**config.mk**
```make
export PLATFORM = sky130hd
export DESIGN_NAME = ufc_fifo_ctrl
export DESIGN_NICKNAME = d
export VERILOG_FILES = /design/src/ufc_fifo_ctrl.v
export VERILOG_INCLUDE_DIRS = /design/src
export SDC_FILE = /design/constraint.sdc
export NUM_CORES = 1
export LEC_CHECK = 0
export ABC_AREA = 1
export BUFFER_PORTS_ARGS = -buffer_cell sky130_fd_sc_hd__buf_2
export CAP_MARGIN = 0
export CELL_PAD_IN_SITES_DETAIL_PLACEMENT = 1
export CELL_PAD_IN_SITES_GLOBAL_PLACEMENT = 1
export CORE_MARGIN = 5
export CORE_UTILIZATION = 43
export DETAILED_ROUTE_END_ITERATION = 8
export PLACE_DENSITY = 0.92
export SLEW_MARGIN = 10
export SYNTH_ARGS = -nofsm -noshare
export SYNTH_HDL_FRONTEND = slang
export SYNTH_SLANG_ARGS = --single-unit
```
**constraint.sdc**
```tcl
create_clock -name clk -period 3.24 [get_ports clk]
set_input_delay 0.486 -clock clk [delete_from_list [all_inputs] [get_ports clk]]
set_output_delay 0.486 -clock clk [all_outputs]
set_load 0.01 [all_outputs]
```
**src/ufc_defines.vh**
```
// Constants for the FIFO control upper-half block.
// Assumes inclusion by bare name from the design file.
`ifndef UFC_DEFINES_VH
`define UFC_DEFINES_VH

// ==========================================
// Register indices on the plain port
`define UFC_IDX_FCR 4'h0
`define UFC_IDX_LIM 4'h1
`define UFC_IDX_STAT 4'h2

// ==========================================
// Field positions in fifo_control
`define UFC_TSE_BIT 15
`define UFC_TCC_BIT 14
`define UFC_RSV_HI 13
`define UFC_RSV_LO 11
`define UFC_RTH_HI 10
`define UFC_RTH_LO 8
`define UFC_LOW_HI 7
`define UFC_MCE_BIT 3

// ==========================================
// Field positions in the status word
`define UFC_ST_RTS_BIT 15
`define UFC_ST_CTS_BIT 14
`define UFC_ST_HALT_BIT 13
`define UFC_ST_SYNC_BIT 12

// ==========================================
// Reset values
`define UFC_FCR_RST 16'h0000
`define UFC_LIM_RST 8'hFF
`define UFC_CNT_RST 8'h00

// ==========================================
// Receive fill thresholds for RTS
`define UFC_RTH_0 7'h3F
`define UFC_RTH_1 7'h01
`define UFC_RTH_2 7'h08
`define UFC_RTH_3 7'h10
`define UFC_RTH_4 7'h20
`define UFC_RTH_5 7'h30
`define UFC_RTH_6 7'h36
`define UFC_RTH_7 7'h3C

`endif

```
**src/ufc_fifo_ctrl.v**
```verilog
// Upper half of the serial port FIFO control register, with the
// transmit stop counter and receive-fill driven RTS.
// Assumes a 250 MHz peripheral clock, a plain register port whose
// read data follow one cycle after the read strobe, and receive
// fill and transmit byte events from logic on the same clock.
// Only the CTS pin and the asynchronous reset release are synchronised in here.
// Register indices: 0 control, 1 stop limit, 2 status.
// Software must keep the stop enable clear in synchronous mode.
`timescale 1ns/1ns
`default_nettype none

`include "ufc_defines.vh"

module ufc_fifo_ctrl #(
    parameter ADDR_W = 4,
    parameter CNT_W = 8,
    parameter FILL_W = 7
) (
    input wire clk,
    input wire rst_n,
    input wire [ADDR_W-1:0] reg_addr,
    input wire [15:0] reg_wdata,
    input wire reg_wr,
    input wire reg_rd,
    output reg [15:0] reg_rdata,
    input wire sync_mode,
    input wire [FILL_W-1:0] rx_fill_count,
    input wire tx_byte_sent,
    input wire cts_n_pin,
    output reg rts_out,
    output reg cts_active,
    output reg tx_halt,
    output reg [CNT_W-1:0] tx_count
);

    // ==========================================
    // Reset release

    // Reset synchroniser stages
    reg rst_meta_q;
    reg rst_sync_q;
    wire rst_local_n;

    // Two-stage release of the asynchronous reset
    // Entry is immediate; exit waits two edges so
    // no flop leaves reset on a metastable edge
    always @(posedge clk or negedge rst_n) begin
        if (!rst_n) begin
            rst_meta_q <= 1'b0;
            rst_sync_q <= 1'b0;
        end else begin
            rst_meta_q <= 1'b1;
            rst_sync_q <= rst_meta_q;
        end
    end

    // Copy used by every other flop
    assign rst_local_n = rst_sync_q;

    // ==========================================
    // Helper functions

    // Map the three-bit setting to a byte count
    // Codes 0 to 6 are listed; default supplies code 7
    function [FILL_W-1:0] ufc_thresh;
        input [2:0] sel;
        begin
            case (sel)
                3'h0: ufc_thresh = `UFC_RTH_0;
                3'h1: ufc_thresh = `UFC_RTH_1;
                3'h2: ufc_thresh = `UFC_RTH_2;
                3'h3: ufc_thresh = `UFC_RTH_3;
                3'h4: ufc_thresh = `UFC_RTH_4;
                3'h5: ufc_thresh = `UFC_RTH_5;
                3'h6: ufc_thresh = `UFC_RTH_6;
                default: ufc_thresh = `UFC_RTH_7;
            endcase
        end
    endfunction

    // Address compare used by both strobes
    function ufc_hit;
        input [ADDR_W-1:0] addr;
        input [3:0] idx;
        begin
            ufc_hit = (addr == idx[ADDR_W-1:0]);
        end
    endfunction

    // ==========================================
    // Register storage

    // Stored control fields and stop limit
    reg tse_q;
    reg tcc_q;
    reg [2:0] rth_q;
    reg [`UFC_LOW_HI:0] low_q;
    reg [CNT_W-1:0] lim_q;

    wire wr_fcr;
    wire wr_lim;

    // Write strobes qualified by index
    assign wr_fcr = reg_wr & ufc_hit(reg_addr, `UFC_IDX_FCR);
    assign wr_lim = reg_wr & ufc_hit(reg_addr, `UFC_IDX_LIM);

    // control field storage
    // Bits 13 to 11 have no flops, so ones written
    // there can never read back; lower byte is plain
    // storage and only its modem enable acts here
    always @(posedge clk or negedge rst_local_n) begin
        if (!rst_local_n) begin
            tse_q <= 1'b0;
            tcc_q <= 1'b0;
            rth_q <= 3'h0;
            low_q <= {(`UFC_LOW_HI+1){1'b0}};
        end else if (wr_fcr) begin
            tse_q <= reg_wdata[`UFC_TSE_BIT];
            tcc_q <= reg_wdata[`UFC_TCC_BIT];
            rth_q <= reg_wdata[`UFC_RTH_HI:`UFC_RTH_LO];
            low_q <= reg_wdata[`UFC_LOW_HI:0];
        end
    end

    // Transmit stop limit, own register
    // All ones after reset: longest run before a halt
    // if software sets the stop enable without a limit
    always @(posedge clk or negedge rst_local_n) begin
        if (!rst_local_n) begin
            lim_q <= {CNT_W{1'b1}};
        end else if (wr_lim) begin
            lim_q <= reg_wdata[CNT_W-1:0];
        end
    end

    // ==========================================
    // Mode qualifiers

    wire modem_control_enable;
    wire modem_on;
    wire stop_on;

    // Modem enable sits in the plain lower byte
    assign modem_control_enable = low_q[`UFC_MCE_BIT];

    assign modem_on = modem_control_enable & ~sync_mode;

    // stop function ignored in sync
    // Masked here too, so a stray stop enable cannot
    // freeze a synchronous transfer
    assign stop_on = tse_q & ~sync_mode;

    // ==========================================
    // Transmit count

    reg [CNT_W-1:0] cnt_d;
    wire cnt_clear;
    wire cnt_take;
    wire halt_d;

    // clear only while stop enable set, sync mode or not
    // Clear is a level: count pinned at zero while
    // both upper bits stay set, bytes not counted
    assign cnt_clear = tcc_q & tse_q;

    // Byte counted only while running and not halted
    assign cnt_take = stop_on & tx_byte_sent & ~tx_halt;

    // Next count: clear beats increment
    // A byte in the clearing cycle is dropped, not half counted
    always @* begin
        cnt_d = tx_count;
        if (cnt_clear) begin
            cnt_d = {CNT_W{1'b0}};
        end else if (cnt_take) begin
            cnt_d = tx_count + {{(CNT_W-1){1'b0}}, 1'b1};
        end
    end

    always @(posedge clk or negedge rst_local_n) begin
        if (!rst_local_n) begin
            tx_count <= {CNT_W{1'b0}};
        end else begin
            tx_count <= cnt_d;
        end
    end

    // Halt level from the next count, so it rises on
    // the edge that counts the limiting byte
    assign halt_d = stop_on & ~cnt_clear & (cnt_d >= lim_q);

    // Halt once the count reaches the limit
    // Later bytes are refused until a clear or a new limit
    always @(posedge clk or negedge rst_local_n) begin
        if (!rst_local_n) begin
            tx_halt <= 1'b0;
        end else begin
            tx_halt <= halt_d;
        end
    end

    // ==========================================
    // CTS pin synchroniser

    // Synchroniser stages
    reg cts_meta_q;
    reg cts_sync_q;

    // Two flops before any logic reads the pin
    // Reset to one, the idle level of the active-low
    // pin, so no false grant follows reset; only the
    // second flop is read
    always @(posedge clk or negedge rst_local_n) begin
        if (!rst_local_n) begin
            cts_meta_q <= 1'b1;
            cts_sync_q <= 1'b1;
        end else begin
            cts_meta_q <= cts_n_pin;
            cts_sync_q <= cts_meta_q;
        end
    end

    // ==========================================
    // RTS and CTS outputs

    // Next RTS level
    wire rts_d;

    // falls back when fill drops
    // Fill count is on this clock; the output flop
    // below keeps the pin free of decode glitches
    assign rts_d = modem_on & (rx_fill_count >= ufc_thresh(rth_q));

    always @(posedge clk or negedge rst_local_n) begin
        if (!rst_local_n) begin
            rts_out <= 1'b0;
            cts_active <= 1'b1;
        end else begin
            rts_out <= rts_d;
            cts_active <= modem_on ? ~cts_sync_q : 1'b1;
        end
    end

    // ==========================================
    // Read path

    // Next read word
    reg [15:0] rd_d;

    // Read mux, unmapped reads return zero
    // Status word: 15 RTS, 14 CTS, 13 halt,
    // 12 synchronous mode, 7:0 transmit count
    always @* begin
        rd_d = 16'h0000;
        if (ufc_hit(reg_addr, `UFC_IDX_FCR)) begin
            rd_d[`UFC_TSE_BIT] = tse_q;
            rd_d[`UFC_TCC_BIT] = tcc_q;
            rd_d[`UFC_RSV_HI:`UFC_RSV_LO] = 3'h0;
            rd_d[`UFC_RTH_HI:`UFC_RTH_LO] = rth_q;
            rd_d[`UFC_LOW_HI:0] = low_q;
        end else if (ufc_hit(reg_addr, `UFC_IDX_LIM)) begin
            rd_d[CNT_W-1:0] = lim_q;
        end else if (ufc_hit(reg_addr, `UFC_IDX_STAT)) begin
            rd_d[`UFC_ST_RTS_BIT] = rts_out;
            rd_d[`UFC_ST_CTS_BIT] = cts_active;
            rd_d[`UFC_ST_HALT_BIT] = tx_halt;
            rd_d[`UFC_ST_SYNC_BIT] = sync_mode;
            rd_d[CNT_W-1:0] = tx_count;
        end
    end

    // data valid one cycle after strobe
    // Zero outside the answer cycle, so the port can
    // be or-ed with other peripherals on the bus
    always @(posedge clk or negedge rst_local_n) begin
        if (!rst_local_n) begin
            reg_rdata <= 16'h0000;
        end else if (reg_rd) begin
            reg_rdata <= rd_d;
        end else begin
            reg_rdata <= 16'h0000;
        end
    end

endmodule // ufc_fifo_ctrl

`default_nettype wire

```
Word level (Yosys, flattened, before mapping)
Cells that the tools add are included.
{ "word_totals": {"register_bits": 52, "latchBits": 0, "ramBits": 0, "romBits": 0, "word_cells": 53, "mem_count": 0} }
{ "classes": {"n_addsub": 1, "n_mul": 0, "div_mod_pow": 0, "n_lt_le_gt_ge": 2, "n_eq_ne": 8, "shifts": 0, "muxes": 12, "bitwise_logic": 14, "reduce_logical": 2} }
{ "ops": {"columns": ["operator", "n"], "rows": [
  ["6-bit case mux with 7 select lines", 1],
  ["8-bit two-way mux", 5],
  ["16-bit two-way mux", 1],
  ["4-bit two-way mux", 3],
  ["1-bit bitwise AND", 10],
  ["3-bit == test, second input constant", 3],
  ["8-bit by 1-bit adder with 8-bit output, second input constant", 1],
  ["8-bit greater-or-equal comparator", 1],
  ["7-bit greater-or-equal comparator", 1],
  ["3-bit by 2-bit == test with 1-bit output, second input constant", 2],
  ["4-bit by 1-bit == test with 1-bit output, second input constant", 1],
  ["4-bit by 2-bit == test with 1-bit output, second input constant", 1],
  ["4-bit logical NOT", 1],
  ["1-bit NOT", 4],
  ["3-bit by 1-bit == test with 1-bit output, second input constant", 1],
  ["3-bit logical NOT", 1],
  ["3-bit two-way mux", 1],
  ["1-bit two-way mux", 1]
]} }

Longest topological paths before layout
{ "depth": {"depth_word": 8, "mapped_depth": 14, "depth_no_buf": 14} }

Worst setup path after synthesis
OpenSTA, ideal clock, no wires.
{ "synth_path": {"kind": "in2reg", "start": "input port sync_mode", "end": "register tx_halt", "arrival_time_ns": 1.755, "required_time_ns": 3.120, "setup_slack_ns": 1.365, "stages": 13, "cell_sequence": "inv_1 -> nand2_1 -> nor2_2 -> nand4_1 -> nand2_1 -> nand2_1 -> nor2_1 -> ha_1 -> nand2_1 -> inv_1 -> nor2_1 -> o21a_1 -> a21oi_1"} }
{ "synth_via": {"elab_chain_cells": 8, "elab_cells_between_ends": 9, "cone_classes": "1 x order compare; 2 x mux; 6 x bitwise"} }
{ "synth_rtl": {"columns": ["item", "line", "rtl"], "rows": [
  ["start: declaration", "ufc_fifo_ctrl.v:26", "input wire sync_mode,"],
  ["1-bit NOT", "ufc_fifo_ctrl.v:151", "assign stop_on = tse_q & ~sync_mode;"],
  ["1-bit bitwise AND", "ufc_fifo_ctrl.v:151", null],
  ["1-bit bitwise AND (2 in a row)", "ufc_fifo_ctrl.v:167", "assign cnt_take = stop_on & tx_byte_sent & ~tx_halt;"],
  ["8-bit two-way mux", "ufc_fifo_ctrl.v:175", "end else if (cnt_take) begin"],
  ["8-bit two-way mux", "ufc_fifo_ctrl.v:173", "if (cnt_clear) begin"],
  ["net cnt_d[7]", "ufc_fifo_ctrl.v:156", "reg [CNT_W-1:0] cnt_d;"],
  ["8-bit greater-or-equal comparator", "ufc_fifo_ctrl.v:190", "assign halt_d = stop_on & ~cnt_clear & (cnt_d >= lim_q);"],
  ["1-bit bitwise AND", "ufc_fifo_ctrl.v:190", null],
  ["net halt_d", "ufc_fifo_ctrl.v:159", "wire halt_d;"],
  ["end signal: assignment", "ufc_fifo_ctrl.v:198", "tx_halt <= halt_d;"],
  ["end: declaration", "ufc_fifo_ctrl.v:32", "output reg tx_halt,"]
]} }
The timed path passes the listed nets, and every way through them passes these cells.
A chain may end at the register's enable or synchronous reset.

Worst setup path in the final report
{ "layout_path": {"start": "register tx_halt", "end": "register tx_halt"} }
{ "layout_via": {"elab_chain_cells": 6} }
{ "layout_rtl": {"columns": ["item", "line"], "rows": [
  ["1-bit NOT", "ufc_fifo_ctrl.v:167"],
  ["1-bit bitwise AND", "ufc_fifo_ctrl.v:167"],
  ["8-bit two-way mux", "ufc_fifo_ctrl.v:175"],
  ["8-bit two-way mux", "ufc_fifo_ctrl.v:173"],
  ["net cnt_d[7]", "ufc_fifo_ctrl.v:156"],
  ["8-bit greater-or-equal comparator", "ufc_fifo_ctrl.v:190"],
  ["1-bit bitwise AND", "ufc_fifo_ctrl.v:190"],
  ["net halt_d", "ufc_fifo_ctrl.v:159"]
]} }
The timed path passes the listed nets, and every way through them passes these cells.

==> metrics.cfg <==
[power]
share_seq_of_total_power_pct = 49.2
switch_pwr_uw = 508.6
share_comb_of_total_power_pct = 21.7
total_power_uw = 1598
power_report.internal_total_uw = 1090
p_leak_uw = 0.001820
power_density_nw_per_um2 = 510.0
clock_power_share_pct = 29.1
max-vdd-ir-drop_v = 0.0002478
switching_portion_of_total_power_pct = 31.82

[die]
ios = 61
floorplan.core_area_um2 = 5991
core.rowCount = 28
initial_util_pct = 44.82
die_w_um = 89.02
floorplan.die_area_um2 = 7925
die_h_um = 89.02

[yosys]
synth_most_common_cell = sky130_fd_sc_hd__nand2_1
synth.mux.area_fraction_pct = 0
synthesis.nets = 369
synth.yosys.seq_area_share_pct = 48.04
async_reset_ff_share_pct = 100.0
yosys_most_used_dff = sky130_fd_sc_hd__dfrtp_1
post_synth_xor_area_fraction_pct = 0
synthDominantCellAreaShare_pct = 37.28
gate_count_after_technology_mapping = 319
synth_top_family_by_area = simple AND/OR/NAND/NOR gates
synth_enable_flop_cells = 0
netlist_top_cells_count = sky130_fd_sc_hd__nand2_1, sky130_fd_sc_hd__inv_1, sky130_fd_sc_hd__dfrtp_1
synth.cell_area_um2 = 2685
synth_compound_gate_area_share_pct = 10.90
ys_types = 27
synth_fa_ha_area_share_pct = 7.735
mapped_avg_cell_area_um2 = 8.417
netlist_top_cells_area = sky130_fd_sc_hd__dfrtp_1, sky130_fd_sc_hd__nand2_1, sky130_fd_sc_hd__dfstp_2, sky130_fd_sc_hd__inv_1, sky130_fd_sc_hd__ha_1
synthesis.yosys.warnings = 0
ys_seq_elements = 51
yosys.area_share.simple_pct = 22.41
netlist.top_cell.by_area = sky130_fd_sc_hd__dfrtp_1

[grt]
overflow = 0
grt_start_max_net_pins = 50
grt_pass1_wl_mm = 11.36
grt_pass1_vias = 2386
grt_util_all_layers_pct = 18.60
antenna_found_initial = 0

[sta]
max_slew.worst_pin.slew_ps = 1060
maxSlewViolCount = 0
timing.fmax_ghz = 0.4704
clock-skew-final_ps = 9.919
max-slew-margin-rel_pct = 29.33
setup_repair_after_global_routing_missed_its_margin = no
fin_tns_setup_ps = 0
final-hold-violation-count = 0
finalWorstPathRequiredPeriod_ps = 2126
share_of_the_clock_period_used_by_the_worst_path_after_layout_pct = 65.62
setup_viol = 0

[route]
final_antenna_net_count = 0
first_iter_violations = 60
number_of_vias_per_cell_after_detailed_routing = 4.861
finalWirelength_mm = 6.766
total_number_of_vias = 2202
number_of_optimization_iterations_in_the_first_detailed_route_pass = 4
drc = 0
post_drt_wl_per_cell_um = 14.94

[setup_path]
critPathMaxFanout = 9
cp-end-kind = flop
worstSetupStartpointType = flop
worstPathRequired_ps = 3430
timing.critical_path.arrival_ps = 2320
worst-setup-path-type = flop to flop

[clocking]
cts_tree = done
cts_post_setup_buffers_inserted = 0
cts.htree.levels = 2
cts_buffers = 5
worstSkewPairLatency_ps = 310
cts_root_buffer = sky130_fd_sc_hd__clkbuf_8
cts.sinks = 51
cts.hold.buffers_added = 1
clkTransAtPathRegs_ps = 100
ctsLongestPathBuffers = 2
cts_repair_resize_count = 0

[place]
placement.io_buffers = 56
place_congestion = 0.7760
place.detailed.hpwl_mm = 5.262

[status]
outcome = finished clean

[run]
maxCapViolations = 0

[finish]
area_growth_from_synthesis_to_layout_pct = 16.73
fin_nets = 427
diodes = 0
post_route_cells_drive_above_1_share_pct = 27.51
num-fill-cells = 747

[worst_hold_path]
worstHoldPathType = primary input to flop

==> final timing paths <==
check | start | endpoint | slack, ps | cells after the start
max | tx_halt | tx_halt | 1110 | 13
max reg2reg | tx_halt | tx_halt | 1110 | 13
min reg2reg | cts_meta_q | cts_sync_q | 370 | 0
min in group asynchronous | rst_n | rst_local_n | 470 | 2
max in group asynchronous | rst_local_n | tx_count[6] | 2110 | 0
min | cts_n_pin | cts_meta_q | 270 | 1
==> registers in the layout (all words and copies together) (netlist names), 3 cells and up <==
| name | count |
|---|---|
| lim_q | 8 |
| low_q | 8 |
| reg_rdata | 15 |
| rth_q | 3 |
| tx_count | 8 |
==> area by class of cell <==
| type | count | area (um^2) | area share (%) |
|---|---|---|---|
| sequential | 51 | 1291 | 41.20 |
| multi-input combinational | 200 | 1110 | 35.41 |
| timing repair buffer | 57 | 290.3 | 9.261 |
| inverter | 62 | 232.7 | 7.425 |
| tap | 75 | 93.84 | 2.994 |
| clock buffer | 5 | 68.82 | 2.196 |
| clock inverter | 3 | 47.55 | 1.517 |
==> layout by cell type (no fill, tap or decap), drive strengths merged <==
cell         synthesis  final
a21oi               14     14
a31oi                1      1
buf                  5     56
bufinv               0      1
clkbuf               1      5
clkinv               0      1
conb                 2      2
dfrtp               40     40
dfstp               11     11
dlygate4sd3          0      1
fa                   1      1
ha                  15     15
inv                 62     63
nand2               90     90
nand3               16     16
nand4                3      3
nor2                27     27
nor3                 3      3
o21a                 1      1
o21ai               26     26
or2                  1      1
==> per-layer routing <==
layer | up-vias | global-route usage (%) | share of wire [%]
li1 | 1095 | - | -
met4 | 0 | 4.465 | 1.2
met2 | 40 | 33.06 | 51
met3 | 10 | 2.857 | 3.6
met5 | - | 0 | 0
met1 | 1057 | 23.82 | 45
==> kinds of logic (layout without fill, tap and decap cells) <==
family          Yosys count  after routing
fa+ha+maj                16             16
other cells               2              2
compound gates           42             42
buf+inv                  68            127
simple gates            140            140
flops                    51             51
==> worst max-delay path, cell delays in order (launching register included) <==
cell,delay [ps]
sky130_fd_sc_hd__dfrtp_1,390
sky130_fd_sc_hd__inv_1,70
sky130_fd_sc_hd__nand2_1,70
sky130_fd_sc_hd__nor2_2,290
sky130_fd_sc_hd__nand4_1,170
sky130_fd_sc_hd__nand2_1,100
sky130_fd_sc_hd__nand2_1,50
sky130_fd_sc_hd__nor2_1,180
sky130_fd_sc_hd__ha_1,290
sky130_fd_sc_hd__nand2_1,70
sky130_fd_sc_hd__inv_1,40
sky130_fd_sc_hd__nor2_1,80
sky130_fd_sc_hd__o21a_1,130
sky130_fd_sc_hd__a21oi_1,80
==> power groups by stage <==
stage | clock, uW | sequential (uW) | combinational (uW)
detailed placement | 0 | 797 | 344
finish | 466 | 786 | 347
floorplan | 0 | 782 | 241
CTS | 474 | 787 | 353
global placement | 0 | 791 | 315
global route | 505 | 799 | 401
==> metrics by stage <==
step / cell area [um^2] / hold WS [ps] / util (%) / setup slack, ps / instances
floorplan: 2685 / 190.4 / - / 1365 / 319
global placement: 3008 / 273.8 / 50.21 / 1016 / 444
detailed placement: 3008 / 275.3 / 50.21 / 774.9 / 444
CTS: 3134 / 259.5 / 52.32 / 1065 / 453
global route: 3134 / 250.8 / 52.32 / 856.3 / 453
finish: 3134 / 265.5 / 52.32 / 1114 / 453
No activity file was read; power rests on OpenSTA's default activity.
